--- config.mk ---
export PLATFORM = sky130hd
export DESIGN_NAME = dmiu_core
export DESIGN_NICKNAME = d
export VERILOG_FILES = /design/src/rtl/dmiu_pkg.sv /design/src/rtl/dmiu_core.sv /design/src/rtl/dmiu_limiter.sv
export VERILOG_INCLUDE_DIRS = /design/src /design/src/rtl
export SDC_FILE = /design/constraint.sdc
export NUM_CORES = 1
export LEC_CHECK = 0
export CELL_PAD_IN_SITES_DETAIL_PLACEMENT = 0
export CELL_PAD_IN_SITES_GLOBAL_PLACEMENT = 1
export CORE_AREA = 2 2 168 104
export CTS_CLUSTER_SIZE = 16
export DETAILED_ROUTE_END_ITERATION = 10
export DIE_AREA = 0 0 170 106
export DONT_BUFFER_PORTS = 1
export PLACE_DENSITY = 0.79
export SYNTH_ARGS = -nofsm -noshare
export SYNTH_HDL_FRONTEND = slang
export SYNTH_SLANG_ARGS = --single-unit
--- constraint.sdc ---
create_clock -name i_core_clk -period 2.3 [get_ports i_core_clk]
set_input_delay 0.115 -clock i_core_clk [delete_from_list [all_inputs] [get_ports i_core_clk]]
set_output_delay 0.115 -clock i_core_clk [all_outputs]
set_load 0.01 [all_outputs]
--- src/rtl/dmiu_defs.svh ---
// constants for the data move instruction unit
// Notes on behaviour
// - short immediate -64..63 sign-extended, low zeroed
// - short immediate to register: 2 cycles, 1 word
// - long immediate 16-bit: 4 cycles, 2 words
// - immediate to memory 6 cycles, 2/3 words
// - program move register to/from indirect pointer location
// - post-increment by one or offset; 8+wait cycles
// - pointer updated by one or offset after access
// - full accumulator to 16 bits saturates
// - individual accumulator words never saturate
// - sticky limit flag set on saturation only
// - 16-bit into accumulator: sign-extend, zero low
// - upper word destination writes only that word
// - peripheral address: short address padded with ones
// - peripheral move 2+ea cycles; immediate form 4/2
`ifndef DMIU_DEFS_SVH
`define DMIU_DEFS_SVH
`define DMIU_CYC_SHORT_IMM   8'h02
`define DMIU_CYC_LONG_IMM    8'h04
`define DMIU_CYC_IMM_MEM     8'h06
`define DMIU_CYC_PROG        8'h08
`define DMIU_CYC_PERIPH      8'h02
`define DMIU_CYC_PERIPH_IMM  8'h04
`define DMIU_WRD_ONE         2'h1
`define DMIU_WRD_TWO         2'h2
`define DMIU_WRD_THREE       2'h3
`define DMIU_PERIPH_BASE     10'h3FF
`define DMIU_SAT_POS         16'h7FFF
`define DMIU_SAT_NEG         16'h8000
`define DMIU_LIMIT_BIT       6
`define DMIU_XP_BIT          0
`define DMIU_LC_BITS         13
`endif

--- src/rtl/dmiu_pkg.sv ---
// types for the data move instruction unit
package dmiu_pkg;
  // operation requested by the decoder
  typedef enum logic [2:0] {
    DMIU_OP_SHORT_IMM = 3'h0,  // 7-bit immediate to register
    DMIU_OP_LONG_IMM  = 3'h1,  // 16-bit immediate to register
    DMIU_OP_IMM_MEM   = 3'h2,  // 16-bit immediate to data memory
    DMIU_OP_PROG_RD   = 3'h3,  // program memory to register
    DMIU_OP_PROG_WR   = 3'h4,  // register to program memory
    DMIU_OP_PER_RD    = 3'h5,  // peripheral word to register
    DMIU_OP_PER_WR    = 3'h6,  // register to peripheral word
    DMIU_OP_PER_IMM   = 3'h7   // immediate to peripheral word
  } dmiu_op_t;
  // register selection of the move
  typedef enum logic [2:0] {
    DMIU_RG_ACC_FULL  = 3'h0,  // full 36-bit accumulator
    DMIU_RG_ACC_UPPER = 3'h1,  // upper accumulator word
    DMIU_RG_ACC_LOWER = 3'h2,  // lower accumulator word
    DMIU_RG_LOOP_CNT  = 3'h3,  // loop_counter
    DMIU_RG_OTHER     = 3'h4   // any other 16-bit register
  } dmiu_reg_t;
  // immediate-to-memory addressing
  typedef enum logic [1:0] {
    DMIU_AM_BASE_OFS  = 2'h0,
    DMIU_AM_STACK_OFS = 2'h1,
    DMIU_AM_ABSOLUTE  = 2'h2
  } dmiu_am_t;
  // sequencer states
  typedef enum logic [1:0] {
    DMIU_ST_IDLE = 2'h0,
    DMIU_ST_BUSY = 2'h1,
    DMIU_ST_WAIT = 2'h2
  } dmiu_state_t;
endpackage : dmiu_pkg

--- src/rtl/dmiu_core.sv ---
// data move instruction sequencer and datapath
`timescale 1ns/100ps
`include "dmiu_defs.svh"
module dmiu_core
  import dmiu_pkg::*;
(
  input  wire logic        i_core_clk,  // 40 MHz core clock
  input  wire logic        i_rst_b,     // async reset, active low
  input  wire logic        i_start,     // one-cycle issue pulse
  input  wire dmiu_op_t    i_op,        // operation
  input  wire dmiu_reg_t   i_reg,       // register operand kind
  input  wire dmiu_am_t    i_amode,     // immediate-to-memory mode
  input  wire logic [6:0]  i_imm7,      // short immediate
  input  wire logic [15:0] i_imm16,     // extension-word immediate
  input  wire logic [5:0]  i_short_addr,// peripheral short address
  input  wire logic [15:0] i_ea_addr,   // memory address of imm move
  input  wire logic [1:0]  i_ea_cycles, // effective address cycles
  input  wire logic        i_post_ofs,  // increment by offset
  input  wire logic [15:0] i_pointer,   // pointer_two value
  input  wire logic [15:0] i_offset,    // offset register value
  input  wire logic [35:0] i_acc,       // accumulator source
  input  wire logic [15:0] i_src,       // plain register source
  input  wire logic [3:0]  i_prog_wait, // program wait states
  input  wire logic [15:0] i_mem_rdata, // memory read word
  input  wire logic        i_exec_data, // execute_from_data_memory_bit
  output logic             o_busy,      // sequence running
  output logic             o_done,      // one-cycle end pulse
  output logic [1:0]       o_words,     // program words used
  output logic             o_reg_we,    // register write strobe
  output dmiu_reg_t        o_reg_sel,   // register written
  output logic [35:0]      o_reg_wdata, // register write value
  output logic             o_ptr_we,    // pointer write strobe
  output logic [15:0]      o_ptr_wdata, // new pointer value
  output logic             o_dmem_we,   // data memory write
  output logic             o_pmem_we,   // program memory write
  output logic             o_mem_rd,    // memory read strobe
  output logic [15:0]      o_mem_addr,  // memory address
  output logic [15:0]      o_mem_wdata, // memory write word
  output logic             o_limit,     // sticky limit flag
  output logic             o_illegal    // program move refused
);
  // sign extension of a word into accumulator form
  function automatic logic [35:0] acc_load(input logic [15:0] w);
    acc_load = {{4{w[15]}}, w, 16'h0000};
  endfunction : acc_load

  dmiu_state_t st_q, st_d;         // sequencer state
  logic [7:0]  cnt_q, cnt_d;       // cycles remaining
  dmiu_op_t    op_q, op_d;         // latched operation
  dmiu_reg_t   rg_q, rg_d;         // latched register kind
  logic        busy_q, busy_d;
  logic        done_q, done_d;
  logic [1:0]  words_q, words_d;
  logic        rwe_q, rwe_d;
  dmiu_reg_t   rsel_q, rsel_d;
  logic [35:0] rdat_q, rdat_d;
  logic        pwe_q, pwe_d;
  logic [15:0] pdat_q, pdat_d;
  logic        dwe_q, dwe_d;
  logic        pmw_q, pmw_d;
  logic        mrd_q, mrd_d;
  logic [15:0] addr_q, addr_d;
  logic [15:0] wdat_q, wdat_d;
  logic        lim_q, lim_d;
  logic        ill_q, ill_d;
  logic [15:0] imm_q, imm_d;       // latched 16-bit value
  logic [15:0] lim_word;           // limited source word
  logic        lim_hit;            // limiter saturated

  dmiu_limiter u_lim (
    .i_acc     (i_acc),
    .i_word    (i_src),
    .i_sel     (i_reg),
    .o_word    (lim_word),
    .o_limited (lim_hit)
  );

  // sequencer next state and strobes
  always_comb begin
    st_d = st_q;
    cnt_d = cnt_q;
    op_d = op_q;
    rg_d = rg_q;
    busy_d = busy_q;
    done_d = 1'b0;
    words_d = words_q;
    rwe_d = 1'b0;
    rsel_d = rsel_q;
    rdat_d = rdat_q;
    pwe_d = 1'b0;
    pdat_d = pdat_q;
    dwe_d = 1'b0;
    pmw_d = 1'b0;
    mrd_d = 1'b0;
    addr_d = addr_q;
    wdat_d = wdat_q;
    lim_d = lim_q;
    ill_d = 1'b0;
    imm_d = imm_q;
    case (st_q)
      DMIU_ST_IDLE: begin
        if (i_start) begin
          op_d = i_op;
          rg_d = i_reg;
          busy_d = 1'b1;
          st_d = DMIU_ST_BUSY;
          case (i_op)
            DMIU_OP_SHORT_IMM: begin
              cnt_d = `DMIU_CYC_SHORT_IMM;
              words_d = `DMIU_WRD_ONE;
              imm_d = {{9{i_imm7[6]}}, i_imm7};
            end
            DMIU_OP_LONG_IMM: begin
              cnt_d = `DMIU_CYC_LONG_IMM;
              words_d = `DMIU_WRD_TWO;
              imm_d = i_imm16;
            end
            DMIU_OP_IMM_MEM: begin
              cnt_d = `DMIU_CYC_IMM_MEM;
              words_d = (i_amode == DMIU_AM_ABSOLUTE) ?
                        `DMIU_WRD_THREE : `DMIU_WRD_TWO;
              addr_d = i_ea_addr;
              wdat_d = i_imm16;
            end
            DMIU_OP_PROG_RD, DMIU_OP_PROG_WR: begin
              if (i_exec_data) begin
                // refused, flagged for one cycle
                busy_d = 1'b0;
                ill_d = 1'b1;
                done_d = 1'b1;
                st_d = DMIU_ST_IDLE;
              end
              cnt_d = `DMIU_CYC_PROG + {4'h0, i_prog_wait};
              words_d = `DMIU_WRD_ONE;
              addr_d = i_pointer;
              wdat_d = lim_word;
              if (lim_hit && !i_exec_data && i_op == DMIU_OP_PROG_WR)
                lim_d = 1'b1;
              // post-increment by one or by the offset
              pdat_d = i_pointer + (i_post_ofs ? i_offset
                                               : 16'h0001);
            end
            DMIU_OP_PER_RD, DMIU_OP_PER_WR: begin
              cnt_d = `DMIU_CYC_PERIPH + {6'h00, i_ea_cycles};
              words_d = `DMIU_WRD_ONE + i_ea_cycles;
              addr_d = {`DMIU_PERIPH_BASE, i_short_addr};
              wdat_d = lim_word;
              if (lim_hit && i_op == DMIU_OP_PER_WR)
                lim_d = 1'b1;
            end
            default: begin
              cnt_d = `DMIU_CYC_PERIPH_IMM;
              words_d = `DMIU_WRD_TWO;
              addr_d = {`DMIU_PERIPH_BASE, i_short_addr};
              wdat_d = i_imm16;
            end
          endcase
        end
      end
      DMIU_ST_BUSY: begin
        cnt_d = cnt_q - 8'h01;
        if (cnt_q == 8'h02) begin
          // memory access in the second-to-last cycle
          case (op_q)
            DMIU_OP_IMM_MEM, DMIU_OP_PER_WR, DMIU_OP_PER_IMM:
              dwe_d = 1'b1;
            DMIU_OP_PROG_WR:
              pmw_d = 1'b1;
            DMIU_OP_PROG_RD, DMIU_OP_PER_RD:
              mrd_d = 1'b1;
            default: ;
          endcase
        end
        if (cnt_q == 8'h01) begin
          st_d = DMIU_ST_WAIT;
        end
      end
      DMIU_ST_WAIT: begin
        // final cycle: register writeback, pointer update
        st_d = DMIU_ST_IDLE;
        busy_d = 1'b0;
        done_d = 1'b1;
        rsel_d = rg_q;
        case (op_q)
          DMIU_OP_SHORT_IMM: begin
            rwe_d = 1'b1;
            // every register kind: value sign-extended into bits 35..16, low zeroed
            rdat_d = acc_load(imm_q);
          end
          DMIU_OP_LONG_IMM: begin
            rwe_d = 1'b1;
            rdat_d = (rg_q == DMIU_RG_ACC_FULL) ? acc_load(imm_q)
                                                : {20'h00000, imm_q};
          end
          DMIU_OP_PROG_RD, DMIU_OP_PER_RD: begin
            rwe_d = 1'b1;
            // whole accumulator extended, single word untouched
            rdat_d = (rg_q == DMIU_RG_ACC_FULL) ?
                     acc_load(i_mem_rdata)
                   : {20'h00000, i_mem_rdata};
          end
          default: ;
        endcase
        if (op_q == DMIU_OP_PROG_RD || op_q == DMIU_OP_PROG_WR)
          pwe_d = 1'b1;
      end
      default: begin
        st_d = DMIU_ST_IDLE;
        busy_d = 1'b0;
      end
    endcase
  end

  // registers of the sequencer
  always_ff @(posedge i_core_clk or negedge i_rst_b) begin
    if (!i_rst_b) begin
      st_q <= DMIU_ST_IDLE;
      cnt_q <= 8'h00;
      op_q <= DMIU_OP_SHORT_IMM;
      rg_q <= DMIU_RG_OTHER;
      busy_q <= 1'b0;
      done_q <= 1'b0;
      words_q <= 2'h0;
      rwe_q <= 1'b0;
      rsel_q <= DMIU_RG_OTHER;
      rdat_q <= 36'h000000000;
      pwe_q <= 1'b0;
      pdat_q <= 16'h0000;
      dwe_q <= 1'b0;
      pmw_q <= 1'b0;
      mrd_q <= 1'b0;
      addr_q <= 16'h0000;
      wdat_q <= 16'h0000;
      lim_q <= 1'b0;
      ill_q <= 1'b0;
      imm_q <= 16'h0000;
    end else begin
      st_q <= st_d;
      cnt_q <= cnt_d;
      op_q <= op_d;
      rg_q <= rg_d;
      busy_q <= busy_d;
      done_q <= done_d;
      words_q <= words_d;
      rwe_q <= rwe_d;
      rsel_q <= rsel_d;
      rdat_q <= rdat_d;
      pwe_q <= pwe_d;
      pdat_q <= pdat_d;
      dwe_q <= dwe_d;
      pmw_q <= pmw_d;
      mrd_q <= mrd_d;
      addr_q <= addr_d;
      wdat_q <= wdat_d;
      lim_q <= lim_d;
      ill_q <= ill_d;
      imm_q <= imm_d;
    end
  end

  assign o_busy = busy_q;
  assign o_done = done_q;
  assign o_words = words_q;
  assign o_reg_we = rwe_q;
  assign o_reg_sel = rsel_q;
  assign o_reg_wdata = rdat_q;
  assign o_ptr_we = pwe_q;
  assign o_ptr_wdata = pdat_q;
  assign o_dmem_we = dwe_q;
  assign o_pmem_we = pmw_q;
  assign o_mem_rd = mrd_q;
  assign o_mem_addr = addr_q;
  assign o_mem_wdata = wdat_q;
  assign o_limit = lim_q;
  assign o_illegal = ill_q;

  // peripheral address always in the top 64 words
  property p_per_addr;
    @(posedge i_core_clk) disable iff (!i_rst_b)
    (o_dmem_we && (op_q == DMIU_OP_PER_WR || op_q == DMIU_OP_PER_IMM))
      |-> (o_mem_addr[15:6] == 10'h3FF);
  endproperty
  a_per_addr: assert property (p_per_addr)
    else $error("peripheral address outside top block");

  // short immediate ends two cycles after issue
  property p_short_time;
    @(posedge i_core_clk) disable iff (!i_rst_b)
    (i_start && !busy_q && i_op == DMIU_OP_SHORT_IMM)
      |-> ##1 !o_done [*3] ##1 o_done;
  endproperty
  a_short_time: assert property (p_short_time)
    else $error("short immediate timing wrong");

  // long immediate ends four cycles after issue
  property p_long_time;
    @(posedge i_core_clk) disable iff (!i_rst_b)
    (i_start && !busy_q && i_op == DMIU_OP_LONG_IMM)
      |-> ##1 !o_done [*5] ##1 o_done;
  endproperty
  a_long_time: assert property (p_long_time)
    else $error("long immediate timing wrong");

  // limit flag never falls
  property p_limit_sticky;
    @(posedge i_core_clk) disable iff (!i_rst_b)
    o_limit |=> o_limit;
  endproperty
  a_limit_sticky: assert property (p_limit_sticky)
    else $error("limit flag dropped");

  // program moves refused while executing from data memory
  property p_refuse;
    @(posedge i_core_clk) disable iff (!i_rst_b)
    (i_start && !busy_q && i_exec_data &&
     (i_op == DMIU_OP_PROG_RD || i_op == DMIU_OP_PROG_WR))
      |=> o_illegal && !o_busy;
  endproperty
  a_refuse: assert property (p_refuse)
    else $error("program move not refused");

  // full accumulator load is sign extended with zero low part
  property p_acc_ext;
    @(posedge i_core_clk) disable iff (!i_rst_b)
    (o_reg_we && o_reg_sel == DMIU_RG_ACC_FULL)
      |-> (o_reg_wdata[15:0] == 16'h0000) &&
          (o_reg_wdata[35:32] == {4{o_reg_wdata[31]}});
  endproperty
  a_acc_ext: assert property (p_acc_ext)
    else $error("accumulator load not extended");

  // pointer update comes with the end of a program move
  property p_ptr_upd;
    @(posedge i_core_clk) disable iff (!i_rst_b)
    o_ptr_we |-> o_done && $past(o_busy);
  endproperty
  a_ptr_upd: assert property (p_ptr_upd)
    else $error("pointer update misplaced");

  // saturated word is one of the two limits
  property p_sat_val;
    @(posedge i_core_clk) disable iff (!i_rst_b)
    (lim_hit && i_reg == DMIU_RG_ACC_FULL)
      |-> (lim_word == 16'h7FFF || lim_word == 16'h8000);
  endproperty
  a_sat_val: assert property (p_sat_val)
    else $error("saturation value wrong");
endmodule : dmiu_core

--- src/rtl/dmiu_limiter.sv ---
// saturating source conversion to a 16-bit word
`timescale 1ns/100ps
`include "dmiu_defs.svh"
module dmiu_limiter
  import dmiu_pkg::*;
(
  input  wire logic [35:0] i_acc,      // full accumulator value
  input  wire logic [15:0] i_word,     // plain 16-bit source
  input  wire dmiu_reg_t   i_sel,      // source kind
  output logic      [15:0] o_word,     // value to store
  output logic             o_limited   // saturation applied
);
  logic ext_used;                      // extension holds significance
  // extension in use when bits 35..31 disagree
  always_comb begin
    ext_used = (i_acc[35:31] != 5'h00) && (i_acc[35:31] != 5'h1F);
    o_limited = 1'b0;
    o_word = i_word;
    if (i_sel == DMIU_RG_ACC_FULL) begin
      if (ext_used) begin
        o_limited = 1'b1;
        o_word = i_acc[35] ? `DMIU_SAT_NEG : `DMIU_SAT_POS;
      end else begin
        o_word = i_acc[31:16];
      end
    end else if (i_sel == DMIU_RG_ACC_UPPER) begin
      o_word = i_acc[31:16];
    end else if (i_sel == DMIU_RG_ACC_LOWER) begin
      o_word = i_acc[15:0];
    end
  end
endmodule : dmiu_limiter

==> run summary, run 1 <==
Status - complete, but fails checks
Failing checks - hold timing
RSZ-0062 raised after global routing - false
Compound-Gate Fraction of Synth Area - 25.8%
Sequential power share - 44.5%
DR vias/cell - 6.11
Die ar. - 18000 um^2
Post-synthesis cell area - 7440 um^2
CTS Sinks - 126
Logic pwr share - 25.8%
Slew @ Worst Pin - 1.13 ns
Fraction of layout cells with a size suffix above 1 - 8.73%
Sum Neg Setup Slack - 0 ns
Max-slew headroom - 23.8%
Placement Cell Area - 7500 um^2
Most frequent cells in the layout - o21ai_0, nand2_1, dfrtp_1
Period minus WS final - 2.17 ns
Power Dens Cells - 1050 nW/um^2
Endpoint class of the critical path - flop
Area growth from synthesis to layout - 17.6%
Switching Share - 38.7%
Busiest grt layer - met2
Top cells by area, synth - dfrtp_1, o21ai_0, nand2_1, a21oi_1, nor2_1
Routed WL per cell - 21.7 um
Pint - 5660 uW
Number of buffers added on ports - 0
Largest net degree at the start of global routing - 127
FILL cells - 1547
Worst skew pair latency - 0.42 ns
Met1 Use GR - 38.6%
Synth Area in Adders - 3.45%
Initial drt markers - 693
WHS - -0.614 ns
Setup ws final - 0.134 ns
Worst r2r path cells - 7
Placer Congestion - 0.838
Die Y - 106 um
Yosys reg bits - 126
Largest family of logic cells by synthesized area - compound AO/OA/AOI/OAI gates
Min-delay worst type - in -> async
Post-CTS setup repair buffer count - 0
Post-Route WL - 24700 um
Asr flop ratio synth - 100%
Worst-path clk slew - 0.06 ns
Final period util - 94.2%
Worst Skew - 0.00851 ns
Mapped Nets - 1068
Sequential-to-total area share from yosys stat - 42.4%
Number of detailed-route iterations in the first pass - 6
Clock power share - 29.7%
Worst Path Max Fanout - 16
Vias - 6979
FP Rows - 37
Share of the synthesized area in the top cell type - 41.7%
Top FF cell, synth - dfrtp_1
Crit path from - st_q[0]
Routed Antenna Nets - 0
Area share of xor/xnor cells in the synthesized design - 2.12%
Yosys top cell by area - dfrtp_1
Final Hold Violating Endpoints - 126
# IOs - 262
Commonest non-fill, non-tap cell in the layout - o21ai_0
CTS tree - yes
Distinct cells, synth - 68
Peak VDD IR - 541 uV
Initial antenna violation count - 0
CTS Buffer Depth - 2
Initial core utilization - 44.6%
WP data arrival - 2.53 ns
Clock root buffer - clkbuf_16
NumNets Final - 1098
Switching power - 3570 uW
Number of diodes - 0
Core area - 16700 um^2
DR DRC count - 0
First-pass GRT wire length - 38500 um
H-tree levels - 4
Worst R2R Start - st_q[0]
Design area - 8750 um^2
Max cap viols - 0
GRT overflow - 0
CTS Hold Bufs - 65
Final Setup Violations - 0
Post-synth EDFFs - 0
Post-DP HPWL - 17300 um
Vias in the first global route - 6812
Avg Inst Size Synth - 8.41 um^2
Fin. max-slew vios - 0
Multiplexer area fraction after synthesis - 3.08%
Post-Synth Simple-Gate Area - 17.4%
Pleak - 0.00383 uW
Synth warnings - 0
Critical path launch point type - flop
Gr usage total - 27.9%
Fmax - 462 MHz
Total CTS buffers - 17
Post-Synthesis Cells - 885
Pre-CTS WS - 0.210 ns
Met3 global-route usage - 10.1%
Critical path required time - 2.66 ns
Final Util - 52.5%
Met2 usage - 40.6%
Die Span X - 170 um
Critical path class - reg -> reg
==> per-stage QoR <==
stage               std cells  power [uW]
detailed placement       1045        6310
CTS                      1142        9220
floorplan                 885        5610
finish                   1142        9230
global route             1142        9790
global placement         1045        6170
==> Yosys cell counts (all sizes together) (3+ instances only) <==
master and instances:
o21ai 150, nand2 130, dfrtp 124, a21oi 72
nor2 65, clkbuf 35, buf 34, inv 23
nor3 22, ha 18, o22ai 18, a22oi 17
nor2b 16, and2 15, mux2 15, a22o 11
nand3 11, xnor2 11, a222oi 9, a21o 8
o221ai 7, o31ai 7, xor2 7, mux2i 6
nand2b 5, nor4 5, or2 4, nand3b 3
nand4 3, o21a 3
==> cell families (layout without fill, tap and decap cells) <==
| kind of cell | count (synthesis) | after routing |
|---|---|---|
| AO/OA/AOI/OAI | 322 | 322 |
| AND/OR/NAND/NOR | 286 | 286 |
| flip-flops | 126 | 126 |
| buffers and inverters | 92 | 135 |
| multiplexers | 21 | 21 |
| adder cells (fa/ha/maj) | 20 | 20 |
| XOR/XNOR | 18 | 18 |
==> registers in the layout (all words and copies together) (netlist names), 2 cells and up <==
signal,flops
imm_q,16
o_mem_addr,16
rg_q,3
st_q,2
o_mem_wdata,16
o_words,2
o_ptr_wdata,16
o_reg_wdata,32
op_q,3
o_reg_sel,3
cnt_q,8
==> power by group through the flow <==
| stage | registers (uW) | clock network [uW] | logic (uW) |
|---|---|---|---|
| global placement | 4090 | 0 | 2090 |
| detailed placement | 4110 | 0 | 2190 |
| global route | 4200 | 2880 | 2720 |
| finish | 4110 | 2740 | 2380 |
| floorplan | 3750 | 0 | 1860 |
| CTS | 4090 | 2790 | 2340 |
==> layer usage <==
layer | share of wire (%) | up-vias
li1 | - | 3228
met1 | 45 | 3335
met2 | 43 | 379
met3 | 11 | 37
met4 | 1.9 | 0
met5 | 0 | -
==> cell type report <==
class | instances | area, um^2 | area share [%]
multi-input cells | 667 | 3870 | 44.2
clock buffers | 17 | 425 | 4.86
clock inverters | 15 | 174 | 1.99
well taps | 214 | 268 | 3.06
inverters | 23 | 86.3 | 0.986
flip-flops and latches | 126 | 3160 | 36.1
repair buffers | 80 | 776 | 8.86
==> worst paths after layout <==
| path | slack [ns] | end |
|---|---|---|
| min in group i_core_clk | 0.01 | o_mem_addr[3] |
| hold reg to reg | 0.48 | o_done |
| hold / removal | -0.61 | o_words[1] |
| max in group asynchronous | 2.62 | o_reg_sel[2] |
| setup reg to reg | 0.13 | o_mem_addr[0] |
| setup / recovery | 0.13 | o_mem_addr[0] |
==> worst max-delay path: stages, from the launching register on <==
cell and delay [ns]:
dfrtp_1 0.41, nand2b_1 0.24, or2_4 0.35, nor2_2 0.12, buf_4 0.26, nand3_1 0.10, dlygate4sd3_1 0.57, nand2_1 0.06
==> timing repair <==
item	CTS	global route
gates resized for setup	0	1
endpoints found under the hold margin	196	126
endpoints found under the setup margin	0	3
(Power assumes the default switching activity.)
==> run 2, diff against run 1 <==
--- a/config.mk
+++ b/config.mk
@@ -13,7 +13,7 @@
 export DETAILED_ROUTE_END_ITERATION = 10
 export DIE_AREA = 0 0 170 106
 export DONT_BUFFER_PORTS = 1
-export PLACE_DENSITY = 0.79
+export PLACE_DENSITY = 0.89
 export SYNTH_ARGS = -nofsm -noshare
 export SYNTH_HDL_FRONTEND = slang
 export SYNTH_SLANG_ARGS = --single-unit
==> run 2 against run 1 <==
Compared with the run above: the run still ends with hold timing left; highest routed layer unchanged; combinational power down 3%; routed wire length down 2.6%; total power down 1.9%; die area unchanged; non-clock buffer count down 8; maximum frequency down 0.72%; largest power group unchanged; global-route usage down 1.1 points; critical path depth unchanged; hold slack better by 0.010 ns; setup slack worse by 0.016 ns.
==> run summary, run 2 (synthesis gave the netlist of run 1 again) <==
Status - complete, but fails checks
Failing checks - hold timing
Logic pwr share - 25.6%
Fin. max-slew vios - 0
Clock power share - 29.4%
Design area - 8670 um^2
Max-slew headroom - 29.1%
Worst skew pair latency - 0.42 ns
Routed Antenna Nets - 0
Fraction of layout cells with a size suffix above 1 - 8.80%
Die Y - 106 um
CTS Sinks - 126
Initial antenna violation count - 0
Worst Skew - 0.0147 ns
Post-DP HPWL - 16700 um
Routed WL per cell - 21.2 um
Total CTS buffers - 17
Fmax - 458 MHz
RSZ-0062 raised after global routing - false
CTS Buffer Depth - 2
GRT overflow - 0
Pint - 5460 uW
CP bufs+invs - 2
Critical path cell sequence - nand2b_1 > or2_4 > nor2_2 > buf_4 > nand3_1 > nand2_1 > dlygate4sd3_1
Final Setup Violations - 0
Max cap viols - 0
Die ar. - 18000 um^2
Pleak - 0.00378 uW
Min-delay worst type - in -> async
Most frequent cells in the layout - o21ai_0, nand2_1, dfrtp_1
Gr usage total - 26.8%
NumNets Final - 1090
Endpoint class of the critical path - flop
Vias in the first global route - 6265
Number of detailed-route iterations in the first pass - 6
Initial drt markers - 874
CP delay by family, top - simple AND/OR/NAND/NOR gates
Placer Congestion - 0.919
CTS Hold Bufs - 57
Largest net degree at the start of global routing - 127
FP Rows - 37
Period minus WS final - 2.18 ns
Switching power - 3600 uW
CP max stage delay - 0.54 ns
WP data arrival - 2.54 ns
Worst R2R Start - st_q[0]
Area growth from synthesis to layout - 16.5%
Worst Path Max Fanout - 16
First-pass GRT wire length - 36800 um
Largest register FFs - 32
DR DRC count - 0
Die Span X - 170 um
Worst-path clk slew - 0.07 ns
CTS tree - yes
Power Dens Cells - 1050 nW/um^2
Crit path from - st_q[0]
Critical path launch point type - flop
WHS - -0.604 ns
Vias - 6847
DR vias/cell - 6.04
Sum Neg Setup Slack - 0 ns
Peak VDD IR - 532 uV
Number of buffers added on ports - 0
Number of diodes - 0
Switching Share - 39.7%
Final Hold Violating Endpoints - 126
# IOs - 262
H-tree levels - 4
Final Util - 52.0%
Sequential power share - 44.9%
Clock root buffer - clkbuf_16
Critical path required time - 2.66 ns
Core area - 16700 um^2
Slew @ Worst Pin - 1.06 ns
Commonest non-fill, non-tap cell in the layout - o21ai_0
Final period util - 94.9%
Critical path class - reg -> reg
Post-Route WL - 24100 um
Initial core utilization - 44.6%
Placement Cell Area - 7500 um^2
Worst path slowest cell - dlygate4sd3_1
==> run 2: per-stage QoR <==
step                hold WS, ns  setup WS [ns]  cells  power, uW
floorplan                -0.181          0.330    885       5610
global placement         -0.172          0.286   1045       6190
detailed placement       -0.173          0.235   1045       6260
CTS                      -0.630         0.0282   1134       9060
global route             -0.642         0.0236   1134       9660
finish                   -0.604          0.118   1134       9060
==> run 2: path summary, 6_finish.rpt <==
check                                 to  slack, ns  cells past startpoint
max in group asynchronous        rg_q[2]       2.66                      0
max reg2reg                o_mem_addr[1]       0.12                      7
min reg2reg                       o_done       0.49                      1
min in group i_core_clk    o_mem_addr[2]       0.02                      4
max                        o_mem_addr[1]       0.12                      7
min                               o_busy      -0.60                      0
==> run 2: power by group through the flow <==
stage	logic (uW)	registers (uW)	clock network, uW
3_5_place_dp	2160	4090	0
3_3_place_gp	2100	4080	0
5_1_grt	2630	4180	2850
4_1_cts	2280	4060	2720
2_1_floorplan	1860	3750	0
6_report	2320	4070	2670
==> run 2: final cells by class <==
| type | instances | area [um^2] |
|---|---|---|
| clock buffer | 17 | 425 |
| fill | 1532 | 8000 |
| sequential | 126 | 3160 |
| multi-input combinational | 667 | 3870 |
| inverter | 23 | 86.3 |
| clock inverter | 15 | 170 |
| tap | 214 | 268 |
| timing repair buffer | 72 | 696 |
==> run 2: routing by layer <==
| metal | vias to the layer above | share of wire, % | global-route usage [%] |
|---|---|---|---|
| met3 | 40 | 12 | 11.0 |
| met1 | 3201 | 47 | 39.8 |
| met5 | - | 0 | 0 |
| met4 | 0 | 1.9 | 6.65 |
| met2 | 389 | 39 | 35.5 |
| li1 | 3217 | - | - |
==> run 2: timing repair <==
action,4_1_cts,5_1_grt
setup buffers,0,0
endpoints found under the setup margin,0,2
endpoints found under the hold margin,193,126
gates resized for setup,0,1
